## config.mk

```make
export PLATFORM = sky130hd
export DESIGN_NAME = mcc_control
export DESIGN_NICKNAME = d
export VERILOG_FILES = /design/src/mcc_pkg.sv /design/src/mcc_shadow_mem.sv /design/src/mcc_centre.sv /design/src/mcc_control.sv
export SDC_FILE = /design/constraint.sdc
export NUM_CORES = 1
export LEC_CHECK = 0
export BUFFER_PORTS_ARGS = -buffer_cell sky130_fd_sc_hd__buf_2
export CORE_MARGIN = 2
export CORE_UTILIZATION = 35
export DETAILED_ROUTE_END_ITERATION = 7
export GPL_TIMING_DRIVEN = 0
export PLACE_DENSITY = 0.64
export SLEW_MARGIN = 10
export SYNTH_ARGS = -nofsm -noshare
export SYNTH_HDL_FRONTEND = slang
export SYNTH_SLANG_ARGS = --single-unit
```

## constraint.sdc

```tcl
create_clock -name clk_sys -period 2.9 [get_ports clk_sys]
set_input_delay 0 -clock clk_sys [delete_from_list [all_inputs] [get_ports clk_sys]]
set_output_delay 0 -clock clk_sys [all_outputs]
set_load 0.01 [all_outputs]
```

## src/mcc_pkg.sv

```systemverilog
`default_nettype none
package mcc_pkg;
    // Centre count, shadowed centre and shadow buffer shape
    localparam int unsigned MCC_NUM_CENTRES   = 15;
    localparam int unsigned MCC_MSG_W         = 64;
    localparam int unsigned MCC_SHADOW_DEPTH  = 1;
    localparam logic [3:0]  MCC_SHADOW_CENTRE = 4'hf;
    localparam logic [7:0]  MCC_CTRL_RESET    = 8'h00;
    localparam logic [7:0]  MCC_READ_IDLE     = 8'h00;

    // Special function addresses, centre 1 in entry 0
    localparam logic [7:0] MCC_M1C_OFFSET = 8'hab;
    localparam logic [7:0] MCC_M2C_OFFSET = 8'hac; // message_centre_two_control
    localparam logic [14:0][7:0] MCC_CENTRE_ADDR = {
        8'hbc, 8'hbb, 8'hba, 8'hb9, 8'hb8, 8'hb7, 8'hb6, 8'hb5,
        8'hb4, 8'hb3, 8'haf, 8'hae, 8'had, MCC_M2C_OFFSET, MCC_M1C_OFFSET};

    // Centre control register layout, bit 7 first
    typedef struct packed {
        logic centre_ready;
        logic transmit_irq_enable;
        logic receive_irq_enable;
        logic centre_irq_flag;
        logic remote_request_pending;
        logic host_transmit_request;
        logic rx_overwrite_tx_inhibit;
        logic data_updated;
    } mcc_ctrl_s;

    // Events reported by the protocol engine
    typedef enum logic [1:0] {
        MCC_EV_NONE,
        MCC_EV_RX,
        MCC_EV_TX,
        MCC_EV_REMOTE
    } mcc_ev_kind_e;

    typedef struct packed {
        mcc_ev_kind_e           kind;
        logic [3:0]             centre;
        logic [MCC_MSG_W-1:0]   data;
    } mcc_event_s;

    typedef struct packed {
        logic                   valid;
        logic [MCC_MSG_W-1:0]   data;
    } mcc_load_s;

    typedef enum logic [1:0] {
        MCC_SH_EMPTY,
        MCC_SH_FULL,
        MCC_SH_MOVE
    } mcc_sh_state_e;
endpackage : mcc_pkg
`default_nettype wire

```

## src/mcc_shadow_mem.sv

```systemverilog
`timescale 1ns/1ps
`default_nettype none
module mcc_shadow_mem #(
    parameter int unsigned WIDTH = 64,
    parameter int unsigned DEPTH = 1,
    parameter int unsigned AW    = (DEPTH > 1) ? $clog2(DEPTH) : 1
) (
    input  wire logic             clk_sys,
    input  wire logic             arst_n,
    input  wire logic             wr_en,
    input  wire logic [AW-1:0]    wr_addr,
    input  wire logic [WIDTH-1:0] wr_data,
    input  wire logic             rd_en,
    input  wire logic [AW-1:0]    rd_addr,
    output logic      [WIDTH-1:0] rd_data
);
    if (DEPTH < 1 || WIDTH < 1) begin : g_bad_shape
        $error("mcc_shadow_mem needs DEPTH and WIDTH of at least 1");
    end

    logic [WIDTH-1:0] mem [DEPTH];
    logic [WIDTH-1:0] rd_data_reg;

    // Storage array, no reset needed
    always_ff @(posedge clk_sys) begin
        if (wr_en) begin
            mem[wr_addr] <= wr_data;
        end
    end

    // Registered read port
    always_ff @(posedge clk_sys or negedge arst_n) begin
        if (!arst_n) begin
            rd_data_reg <= '0;
        end else if (rd_en) begin
            rd_data_reg <= mem[rd_addr];
        end
    end

    assign rd_data = rd_data_reg;
endmodule : mcc_shadow_mem
`default_nettype wire

```

## src/mcc_centre.sv

```systemverilog
`timescale 1ns/1ps
`default_nettype none
module mcc_centre #(
    parameter bit SHADOWED = 1'b0
) (
    input  wire logic               clk_sys,
    input  wire logic               arst_n,
    input  wire logic               soft_rst,
    input  wire logic               dir_tx,
    input  wire logic               overwrite_enable,
    input  wire logic               sw_wr,
    input  wire mcc_pkg::mcc_ctrl_s sw_wdata,
    input  wire logic               rx_store,
    input  wire logic               tx_done,
    input  wire logic               remote_req,
    input  wire logic               shadow_ovf,
    input  wire logic               shadow_moved,
    output mcc_pkg::mcc_ctrl_s      ctrl,
    output logic                    tx_want,
    output logic                    rx_accept
);
    mcc_pkg::mcc_ctrl_s ctrl_reg;
    mcc_pkg::mcc_ctrl_s ctrl_next;

    // Hardware clears, then software, then hardware sets so a set wins
    always_comb begin
        ctrl_next = ctrl_reg;
        if (tx_done) begin
            ctrl_next.host_transmit_request = 1'b0;
            if (dir_tx) begin
                ctrl_next.remote_request_pending = 1'b0;
            end
        end
        if (sw_wr) begin
            ctrl_next.centre_ready        = sw_wdata.centre_ready;
            ctrl_next.transmit_irq_enable = sw_wdata.transmit_irq_enable;
            ctrl_next.receive_irq_enable  = sw_wdata.receive_irq_enable;
            ctrl_next.centre_irq_flag     = sw_wdata.centre_irq_flag;
            ctrl_next.remote_request_pending = ctrl_next.remote_request_pending
                & sw_wdata.remote_request_pending;
            // A stale 1 cannot undo a completion in the same cycle
            ctrl_next.host_transmit_request = sw_wdata.host_transmit_request
                & (ctrl_next.host_transmit_request | !ctrl_reg.host_transmit_request);
            ctrl_next.data_updated = sw_wdata.data_updated;
            if (dir_tx) begin
                ctrl_next.rx_overwrite_tx_inhibit = sw_wdata.rx_overwrite_tx_inhibit;
            end else if (!SHADOWED && !sw_wdata.data_updated) begin
                ctrl_next.rx_overwrite_tx_inhibit = 1'b0;
            end
        end
        if (rx_store) begin
            if (!SHADOWED && ctrl_reg.data_updated) begin
                ctrl_next.rx_overwrite_tx_inhibit = 1'b1;
            end
            ctrl_next.data_updated = 1'b1;
            if (ctrl_reg.receive_irq_enable) begin
                ctrl_next.centre_irq_flag = 1'b1;
            end
        end
        if (tx_done && ctrl_reg.transmit_irq_enable && !SHADOWED) begin
            ctrl_next.centre_irq_flag = 1'b1;
        end
        if (remote_req) begin
            ctrl_next.remote_request_pending = 1'b1;
            if (dir_tx && !SHADOWED) begin
                ctrl_next.host_transmit_request = 1'b1;
            end
        end
        if (shadow_moved) begin
            ctrl_next.rx_overwrite_tx_inhibit = 1'b0;
        end
        if (shadow_ovf) begin
            ctrl_next.rx_overwrite_tx_inhibit = 1'b1;
        end
    end

    // Control flops, cleared by either reset
    always_ff @(posedge clk_sys or negedge arst_n) begin
        if (!arst_n) begin
            ctrl_reg <= mcc_pkg::mcc_ctrl_s'(mcc_pkg::MCC_CTRL_RESET);
        end else if (soft_rst) begin
            ctrl_reg <= mcc_pkg::mcc_ctrl_s'(mcc_pkg::MCC_CTRL_RESET);
        end else begin
            ctrl_reg <= ctrl_next;
        end
    end

    // Requests toward the protocol engine
    assign ctrl      = ctrl_reg;
    assign tx_want   = !SHADOWED && ctrl_reg.centre_ready && ctrl_reg.host_transmit_request
                       && (!dir_tx || !ctrl_reg.rx_overwrite_tx_inhibit);
    assign rx_accept = ctrl_reg.centre_ready && !dir_tx
                       && (overwrite_enable || !ctrl_reg.data_updated);
endmodule : mcc_centre
`default_nettype wire

```

## src/mcc_control.sv

```systemverilog
`timescale 1ns/1ps
`default_nettype none
// Operation
// Receive centre: request sends remote frame, then clears
// Transmit centre: request sends the stored data frame
// Remote request also sets host request, same cycle
// Bit 1 is overwrite flag or transmit inhibit
// Store while data updated sets overwrite flag
// Overwrite disabled and data updated: centre ignored
// Clearing data updated clears overwrite flag
// Stored message with receive irq enable sets flag
// Centre 15 flag reports shadow overwrite, clears on move
// Shadow moves once data updated and pending clear
// Inhibit blocks transmit; centre 15 ignores inhibit
// Remote request under inhibit waits as pending
// Inhibit writable only in transmit direction
// Data updated cleared only by software or reset
// Successful receive sets data updated
// Software clears data updated before read, rechecks
// Without overwrite, software clears after reading
// Remote frame gated only by ready and request
// Software inhibits and clears before updating centre
// Successful transmit clears host request
// Centre two register at ACh, same layout
// Centre not ready is ignored entirely; a pending shadow move still loads centre 15 when not ready
// Hardware set beats simultaneous software clear
module mcc_control #(
    parameter int unsigned MSG_W        = mcc_pkg::MCC_MSG_W,
    parameter int unsigned SHADOW_DEPTH = mcc_pkg::MCC_SHADOW_DEPTH
) (
    input  wire logic                clk_sys,
    input  wire logic                arst_n,
    input  wire logic                controller_soft_reset,
    input  wire logic                overwrite_enable,
    input  wire logic [14:0]         dir_tx,
    input  wire logic [7:0]          sfr_addr,
    input  wire logic                sfr_wr,
    input  wire logic [7:0]          sfr_wdata,
    input  wire logic                sfr_rd,
    output logic      [7:0]          sfr_rdata,
    input  wire mcc_pkg::mcc_event_s engine_event,
    output logic      [14:0]         tx_want,
    output logic      [14:0]         rx_accept,
    output logic      [14:0]         irq_flags,
    output mcc_pkg::mcc_load_s       shadow_load
);
    localparam int unsigned SH_AW = (SHADOW_DEPTH > 1) ? $clog2(SHADOW_DEPTH) : 1;
    localparam int unsigned LAST  = mcc_pkg::MCC_NUM_CENTRES - 1;

    if (MSG_W != mcc_pkg::MCC_MSG_W || SHADOW_DEPTH < 1) begin : g_bad_param
        $error("mcc_control: MSG_W must match the event payload, depth at least 1");
    end

    mcc_pkg::mcc_ctrl_s [14:0] ctrl_q;
    mcc_pkg::mcc_sh_state_e    sh_state_reg;
    mcc_pkg::mcc_sh_state_e    sh_state_next;
    logic [7:0]                rdata_reg;
    logic [7:0]                rd_mux;
    logic [14:0]               addr_hit;
    logic [14:0]               ev_hit;
    logic [14:0]               rx_go;
    logic [14:0]               tx_go;
    logic [14:0]               rm_go;
    logic [MSG_W-1:0]          sh_rdata;

    // Event decode; centre numbers run 1 to 15
    wire        ev_valid = engine_event.kind != mcc_pkg::MCC_EV_NONE
                           && engine_event.centre != 4'h0;
    wire [3:0]  ev_idx   = engine_event.centre - 4'h1;
    wire        ev_rx    = engine_event.kind == mcc_pkg::MCC_EV_RX;
    wire        ev_tx    = engine_event.kind == mcc_pkg::MCC_EV_TX;
    wire        ev_rm    = engine_event.kind == mcc_pkg::MCC_EV_REMOTE;

    // Shadow buffer steering for the receive-only centre
    wire sh_empty  = sh_state_reg == mcc_pkg::MCC_SH_EMPTY;
    wire sh_full   = sh_state_reg == mcc_pkg::MCC_SH_FULL;
    wire sh_moving = sh_state_reg == mcc_pkg::MCC_SH_MOVE;
    wire rx15_ev   = ev_hit[LAST] && ev_rx && ctrl_q[LAST].centre_ready;
    wire busy15    = ctrl_q[LAST].data_updated || ctrl_q[LAST].remote_request_pending
                     || !sh_empty;
    wire direct15  = rx15_ev && !busy15;
    wire sh_wr     = rx15_ev && busy15 && (!sh_full || overwrite_enable);
    wire sh_ovf    = sh_wr && sh_full;
    wire move_go   = sh_full && !sh_wr && !ctrl_q[LAST].data_updated
                     && !ctrl_q[LAST].remote_request_pending;

    // One centre per generate step, each on its own address
    for (genvar i = 0; i < 15; i++) begin : g_centre
        localparam bit SH = (i == LAST);

        assign addr_hit[i] = sfr_addr == mcc_pkg::MCC_CENTRE_ADDR[i];
        assign ev_hit[i]   = ev_valid && ev_idx == 4'(i);
        assign tx_go[i]    = ev_hit[i] && ev_tx && ctrl_q[i].centre_ready;
        assign rm_go[i]    = ev_hit[i] && ev_rm && ctrl_q[i].centre_ready;
        if (SH) begin : g_sh
            assign rx_go[i] = direct15 || sh_moving;
        end else begin : g_norm
            assign rx_go[i] = ev_hit[i] && ev_rx && rx_accept[i];
        end

        mcc_centre #(
            .SHADOWED (SH)
        ) u_centre (
            .clk_sys          (clk_sys),
            .arst_n           (arst_n),
            .soft_rst         (controller_soft_reset),
            .dir_tx           (SH ? 1'b0 : dir_tx[i]),
            .overwrite_enable (overwrite_enable),
            .sw_wr            (sfr_wr && addr_hit[i]),
            .sw_wdata         (mcc_pkg::mcc_ctrl_s'(sfr_wdata)),
            .rx_store         (rx_go[i]),
            .tx_done          (tx_go[i]),
            .remote_req       (rm_go[i]),
            .shadow_ovf       (SH ? sh_ovf : 1'b0),
            .shadow_moved     (SH ? sh_moving : 1'b0),
            .ctrl             (ctrl_q[i]),
            .tx_want          (tx_want[i]),
            .rx_accept        (rx_accept[i])
        );

        assign irq_flags[i] = ctrl_q[i].centre_irq_flag;
    end

    // Shadow buffer state: fill, wait for the centre, move
    always_comb begin
        sh_state_next = sh_state_reg;
        case (sh_state_reg)
            mcc_pkg::MCC_SH_EMPTY: begin
                if (sh_wr) begin
                    sh_state_next = mcc_pkg::MCC_SH_FULL;
                end
            end
            mcc_pkg::MCC_SH_FULL: begin
                if (move_go) begin
                    sh_state_next = mcc_pkg::MCC_SH_MOVE;
                end
            end
            mcc_pkg::MCC_SH_MOVE: begin
                sh_state_next = sh_wr ? mcc_pkg::MCC_SH_FULL : mcc_pkg::MCC_SH_EMPTY;
            end
            default: begin
                sh_state_next = mcc_pkg::MCC_SH_EMPTY;
            end
        endcase
    end

    always_ff @(posedge clk_sys or negedge arst_n) begin
        if (!arst_n) begin
            sh_state_reg <= mcc_pkg::MCC_SH_EMPTY;
        end else if (controller_soft_reset) begin
            sh_state_reg <= mcc_pkg::MCC_SH_EMPTY;
        end else begin
            sh_state_reg <= sh_state_next;
        end
    end

    // Shadow message store, read out on the move
    mcc_shadow_mem #(
        .WIDTH (MSG_W),
        .DEPTH (SHADOW_DEPTH),
        .AW    (SH_AW)
    ) u_shadow (
        .clk_sys (clk_sys),
        .arst_n  (arst_n),
        .wr_en   (sh_wr),
        .wr_addr ('0),
        .wr_data (engine_event.data),
        .rd_en   (move_go),
        .rd_addr ('0),
        .rd_data (sh_rdata)
    );

    assign shadow_load.valid = sh_moving;
    assign shadow_load.data  = sh_rdata;

    // Read selection over the centre addresses
    always_comb begin
        rd_mux = mcc_pkg::MCC_READ_IDLE;
        for (int k = 0; k < 15; k++) begin
            if (addr_hit[k]) begin
                rd_mux = ctrl_q[k];
            end
        end
    end

    // Read data held until the next read
    always_ff @(posedge clk_sys or negedge arst_n) begin
        if (!arst_n) begin
            rdata_reg <= mcc_pkg::MCC_READ_IDLE;
        end else if (sfr_rd) begin
            rdata_reg <= rd_mux;
        end
    end

    assign sfr_rdata = rdata_reg;

    wire sw_to_ev = sfr_wr && ev_valid && addr_hit[ev_idx];
endmodule : mcc_control
`default_nettype wire

```

==> impl_metrics.toml, run 1 <==
[sta]
setup_viol = 0
holdWs_ns = 0.006226
layout_worst_path_cycle_share = 0.9669
relSlewSlack = 0.01255
final-max-slew-violation-count = 0
grt_setup_unrepaired = "no"
hold_viol = 0
period_needed_ns = 2.804
fin_skew_ns = 0.02332
timing.fmax_mhz = 356.6
worst_slew_pin_slew_ns = 1.461

[yosys]
synthesis.area_um2 = 12970
avgSynthCellArea_um2 = 10.35
async_flop_share = 0.7519
synthDistinctLibCells = 76
netlist_instances = 1254
yosys_warnings = 0
synth_ff_type = "dfrtp_1"
synth_edf_count = 64
synth_nets = 1361
ys_seq_elements = 258
ys_seq_area_frac = 0.5223

[die]
row_count = 70
die_h_um = 196.5
die_w_um = 196.5
core-area_um2 = 36520
ioPinCount = 225
start_util = 0.3553
die_area_um2 = 38630

[setup_path]
crit_top_cell = "dlygate4sd3_1"
critPathLaunch = "engine_event[64]"
r2r_slack_ns = 0.66
crit_fanout = 8
required_ns = 3.37
cp_num_cells = 9
critPathKind = "in2reg"
cp_slowest_cell = "nor3_1"
cpPeakStageDelay_ns = 0.87
cp_top_family = "simple AND/OR/NAND/NOR gates"
r2r_end = "sfr_rdata[7]$_DFFE_PN0P_"
r2r-start = "g_centre[2].u_centre.ctrl[7]$_DFFE_PN0P_"
r2r_cells = 6
cp-endpoint = "g_centre[0].u_centre.ctrl[2]$_DFF_PN0_"
endpoint_kind = "flop"
start_kind = "primary input"
worstPathCellList = "dlygate4sd3_1 -> buf_6 -> o21a_1 -> or2_2 -> nor3_1 -> and3_1 -> a21o_1 -> a21oi_1 -> dlygate4sd3_1"
arrival_ns = 3.27
path_buf_inv = 3

[worst_hold_path]
hp-class = "in2async"

[global_route]
grt_pass1_vias = 12025
grt_max_degree = 103
grt_pass1_wl_um = 76580
track_usage = 0.2661
antenna_found_initial = 5
globalRouteOverflowTotal = 0

[drt]
wl_um = 52050
ant_nets = 0
route.vias.total = 11953
wl_per_cell_um = 24.88
drt_iter0_markers = 1103
via_per_inst = 5.714
first_pass_iters = 5
drc = 0

[final_layout]
post-route-util = 0.4566
stdcell_count = 2092
layout-drive-gt1-share = 0.2457
area_delta_synth_final_pct = 28.53
largest_reg_flops = 120
fin_nets = 1707

[placement]
place.gp.congestion = 0.9652
dp_hpwl_um = 36480
place_inst = 1941
portBuffers = 217

[clocking]
cts.repair.resized = 0
post_cts_buffers = 0
cts_hold_buf = 95
h-tree-depth = 1
cts.sinks = 258
clock-root-buffer = "clkbuf_16"
tritoncts = "done"
clk_latency_ns = 0.61
clock_path_buffers = 3
cts_buffers = 30
path_clk_slew_ns = 0.06

[power_and_ir_drop]
power-per-cell-area_nw_per_um2 = 497.0
peakVddDrop_uv = 534.4
p_total_uw = 8289
p_leak_uw = 0.007482

[run_status]
violations = "max-capacitance violations"
status = "finished, violations left"

[run]
cap_violations = 1
## where the power goes
part	total [uW]	leakage, uW	switching [uW]	internal (uW)
Combinational	663	0.00373	449	215
Sequential	3740	0.00328	8.46	3730
Clock	3880	0.000480	1600	2280
Total	8290	0.00748	2060	6230
## cell families (layout without fill, tap and decap cells)
family          after synthesis  in the layout  synth area share
buf+inv                     145            511           0.06442
compound gates              343            343            0.1680
mux                         107            107            0.1025
flops                       258            258            0.5223
simple gates                400            400            0.1425
other cells                   1              5         0.0002890
## metal layers
metal / vias up / routed length, um / GRT usage
li1: 5238 / - / -
met1: 5791 / 20980 / 0.3491
met2: 756 / 23110 / 0.4152
met3: 164 / 5117 / 0.06211
met4: 4 / 2805 / 0.1296
met5: - / 30 / 0
## Yosys cell counts, types with 5 or more instances
cell,count,area (um2)
a22oi_1,9,67.56
or3_1,5,31.28
a211oi_1,23,172.7
a22o_1,5,43.79
a21o_1,6,45.04
o31ai_1,6,45.04
mux2_1,21,236.5
inv_1,30,112.6
buf_4,47,352.8
a31oi_1,13,81.33
dfrtp_1,194,4855
edfxtp_1,64,1922
clkbuf_1,46,172.7
nor2_1,88,330.3
buf_2,12,60.06
nor3_1,18,90.09
nor2b_1,13,81.33
mux2_4,40,600.6
o211ai_1,8,60.06
mux2_2,16,180.2
a32oi_1,15,131.4
buf_12,5,100.1
nand2b_1,11,68.82
nand2_1,167,626.9
a221oi_1,12,105.1
o21ai_0,57,285.3
mux2i_1,29,290.3
and3_1,22,137.6
a2bb2oi_1,5,43.79
nand4_1,17,106.4
nand3_1,30,150.1
a21oi_1,128,640.6
o22ai_1,17,106.4
## worst min path at each step
stage,cells after the start,end,slack (ns),start
3_5_place_dp,1,g_centre[0].u_centre.ctrl[0]$_DFFE_PN0P_,0.06,arst_n
6_report,2,g_centre[0].u_centre.ctrl[0]$_DFFE_PN0P_,0.006,arst_n
2_1_floorplan,0,g_centre[0].u_centre.ctrl[0]$_DFFE_PN0P_,-0.30,arst_n
3_3_place_gp,1,u_shadow.mem[0][40]$_DFFE_PP_,0.18,engine_event[40]
5_1_grt,4,sfr_rdata[1]$_DFFE_PN0P_,0.03,sfr_addr[6]
4_1_cts,5,g_centre[7].u_centre.ctrl[0]$_DFFE_PN0P_,0.01,engine_event[69]
## cell type report
type	count	area, um2
Timing Repair Buffer	314	2102
Buffer	114	719.4
Clock buffer	37	787.0
Inverter	31	116.4
Clock inverter	15	210.2
Multi-Input combinational cell	851	5370
Fill cell	3400	19850
Tap cell	468	585.6
Antenna cell	4	10.01
Sequential cell	258	6777
## cells in the final DEF (no fill, tap or decap), types with 47 or more instances in the layout
master	synthesis	routed
o21ai_0	57	57
edfxtp_1	64	64
nand2_1	167	167
buf_4	47	47
dlygate4sd3_1	0	95
a21oi_1	128	128
buf_2	12	228
clkbuf_1	46	52
nor2_1	88	88
dfrtp_1	194	194
## per-stage QoR
stage                     instance area, um2  TNS, ns  setup slack (ns)
after CTS                              16670        0            0.2293
after detailed placement               14720        0            0.3378
final                                  16680        0           0.09597
after global placement                 14650  -319.99            -1.656
after global routing                   16670        0           0.04140
after floorplan                        12980        0            0.6110
No activity file was read; power rests on OpenSTA's default activity.
==> run 2: changes to the inputs <==
CTS_BUF_LIST = sky130_fd_sc_hd__clkbuf_4   (was unset)
==> impl_metrics.toml, run 2 (synthesized netlist as in run 1, its figures left out) <==
[run_status]
status = "complete, no violations"

[drt]
first_pass_iters = 6
wl_um = 54320
drc = 0
via_per_inst = 5.621
drt_iter0_markers = 1168
route.vias.total = 12777
ant_nets = 0
wl_per_cell_um = 23.90

[power_and_ir_drop]
power-per-cell-area_nw_per_um2 = 453.3
peakVddDrop_uv = 412.9
p_leak_uw = 0.007986
p_total_uw = 8019

[setup_path]
r2r_slack_ns = 0.59
r2r_end = "sfr_rdata[7]$_DFFE_PN0P_"
start_kind = "primary input"
crit_fanout = 10
cp-endpoint = "g_centre[11].u_centre.ctrl[1]$_DFF_PN0_"
r2r-start = "g_centre[2].u_centre.ctrl[7]$_DFFE_PN0P_"
arrival_ns = 3.49
critPathKind = "in2reg"
endpoint_kind = "flop"
r2r_cells = 6
required_ns = 3.57
critPathLaunch = "sfr_addr[6]"

[final_layout]
area_delta_synth_final_pct = 36.34
postLayoutCellArea_um2 = 17690
largest_reg_flops = 120
fillers = 3318
stdcell_count = 2273
multi_input_area_um2 = 5389
seqCellArea_um2 = 6777
layout_common_cells = "228 x buf_2, 200 x dlygate4sd3_1, 194 x dfrtp_1"
fin_nets = 1856
post-route-util = 0.4843
final_common_cell = "buf_2"
layout-drive-gt1-share = 0.2608

[placement]
place.gp.congestion = 0.9652
placed_area_um2 = 14720
dp_hpwl_um = 36480
place_inst = 1941
portBuffers = 217

[clocking]
path_clk_slew_ns = 0.06
h-tree-depth = 3
cts_buffers = 74
cts.sinks = 258
tritoncts = "done"
clock-root-buffer = "clkbuf_4"
clock_path_buffers = 3
clk_latency_ns = 0.78

[die]
core-area_um2 = 36520
ioPinCount = 225
die_w_um = 196.5
row_count = 70
die_area_um2 = 38630
start_util = 0.3553
die_h_um = 196.5

[sta]
holdWs_ns = 0.1056
final-max-slew-violation-count = 0
relSlewSlack = 0.2453
hold_viol = 0
layout_worst_path_cycle_share = 0.9705
period_needed_ns = 2.814
fin_skew_ns = 0.06111
grt_setup_unrepaired = "no"
setup_viol = 0
worst_slew_pin_slew_ns = 1.123
timing.fmax_mhz = 355.3

[global_route]
grt_max_degree = 103
antenna_found_initial = 3
grt_pass1_wl_um = 80270
grt_pass1_vias = 12985
globalRouteOverflowTotal = 0
track_usage = 0.2806

[run]
cap_violations = 0

[worst_hold_path]
hp-class = "in2reg"
-- run 2: how the worst min path moves through the flow --
stage,startpoint,to,cells after the start
CTS,sfr_addr[4],sfr_rdata[1]$_DFFE_PN0P_,5
finish,sfr_addr[4],sfr_rdata[1]$_DFFE_PN0P_,6
detailed placement,arst_n,g_centre[0].u_centre.ctrl[0]$_DFFE_PN0P_,1
global placement,engine_event[40],u_shadow.mem[0][40]$_DFFE_PP_,1
floorplan,arst_n,g_centre[0].u_centre.ctrl[0]$_DFFE_PN0P_,0
global route,sfr_addr[4],sfr_rdata[1]$_DFFE_PN0P_,5
-- run 2: repair_timing --
item,in CTS,in global routing
hold endpoints to repair,438,0
hold buffers,200,0
gates resized for setup,0,4
setup buffers,0,0
setup endpoints to repair,0,3
-- run 2: worst max-delay path, stage by stage --
cell,delay [ns]
dlygate4sd3_1,0.53
buf_2,0.13
and4b_1,0.23
dlygate4sd3_1,0.54
buf_2,0.23
nand2_1,0.11
buf_2,0.23
nor2_1,0.50
a32oi_1,0.21
dlygate4sd3_1,0.61
a21oi_1,0.16
-- run 2: layout make-up --
class / instances / area share
clock buffer: 106 / 0.04499
sequential: 258 / 0.3831
buffer: 114 / 0.04067
timing repair buffer: 419 / 0.1782
clock inverter: 23 / 0.008276
multi-input combinational: 851 / 0.3046
antenna: 3 / 0.0004244
inverter: 31 / 0.006578
tap: 468 / 0.03310
-- run 2: per-stage QoR --
step,setup TNS (ns),worst slack (ns)
5_1_grt,0,0.01328
2_1_floorplan,0,0.6110
4_1_cts,0,0.01141
3_3_place_gp,-319.99,-1.656
6_report,0,0.08566
3_5_place_dp,0,0.3378
-- run 2: layer usage --
| layer | part of all wire | track usage | vias to the layer above |
|---|---|---|---|
| met4 | 0.054 | 0.1560 | 0 |
| met2 | 0.45 | 0.4363 | 815 |
| met3 | 0.098 | 0.07118 | 162 |
| met1 | 0.40 | 0.3581 | 6213 |
| li1 | - | - | 5587 |
| met5 | 0 | 0 | - |
-- run 2: power by group --
part | leakage, uW | internal [uW] | total (uW) | switching [uW]
sequential | 0.00328 | 3730 | 3740 | 8.90
combinational | 0.00416 | 289 | 756 | 467
clock | 0.000552 | 1790 | 3520 | 1730
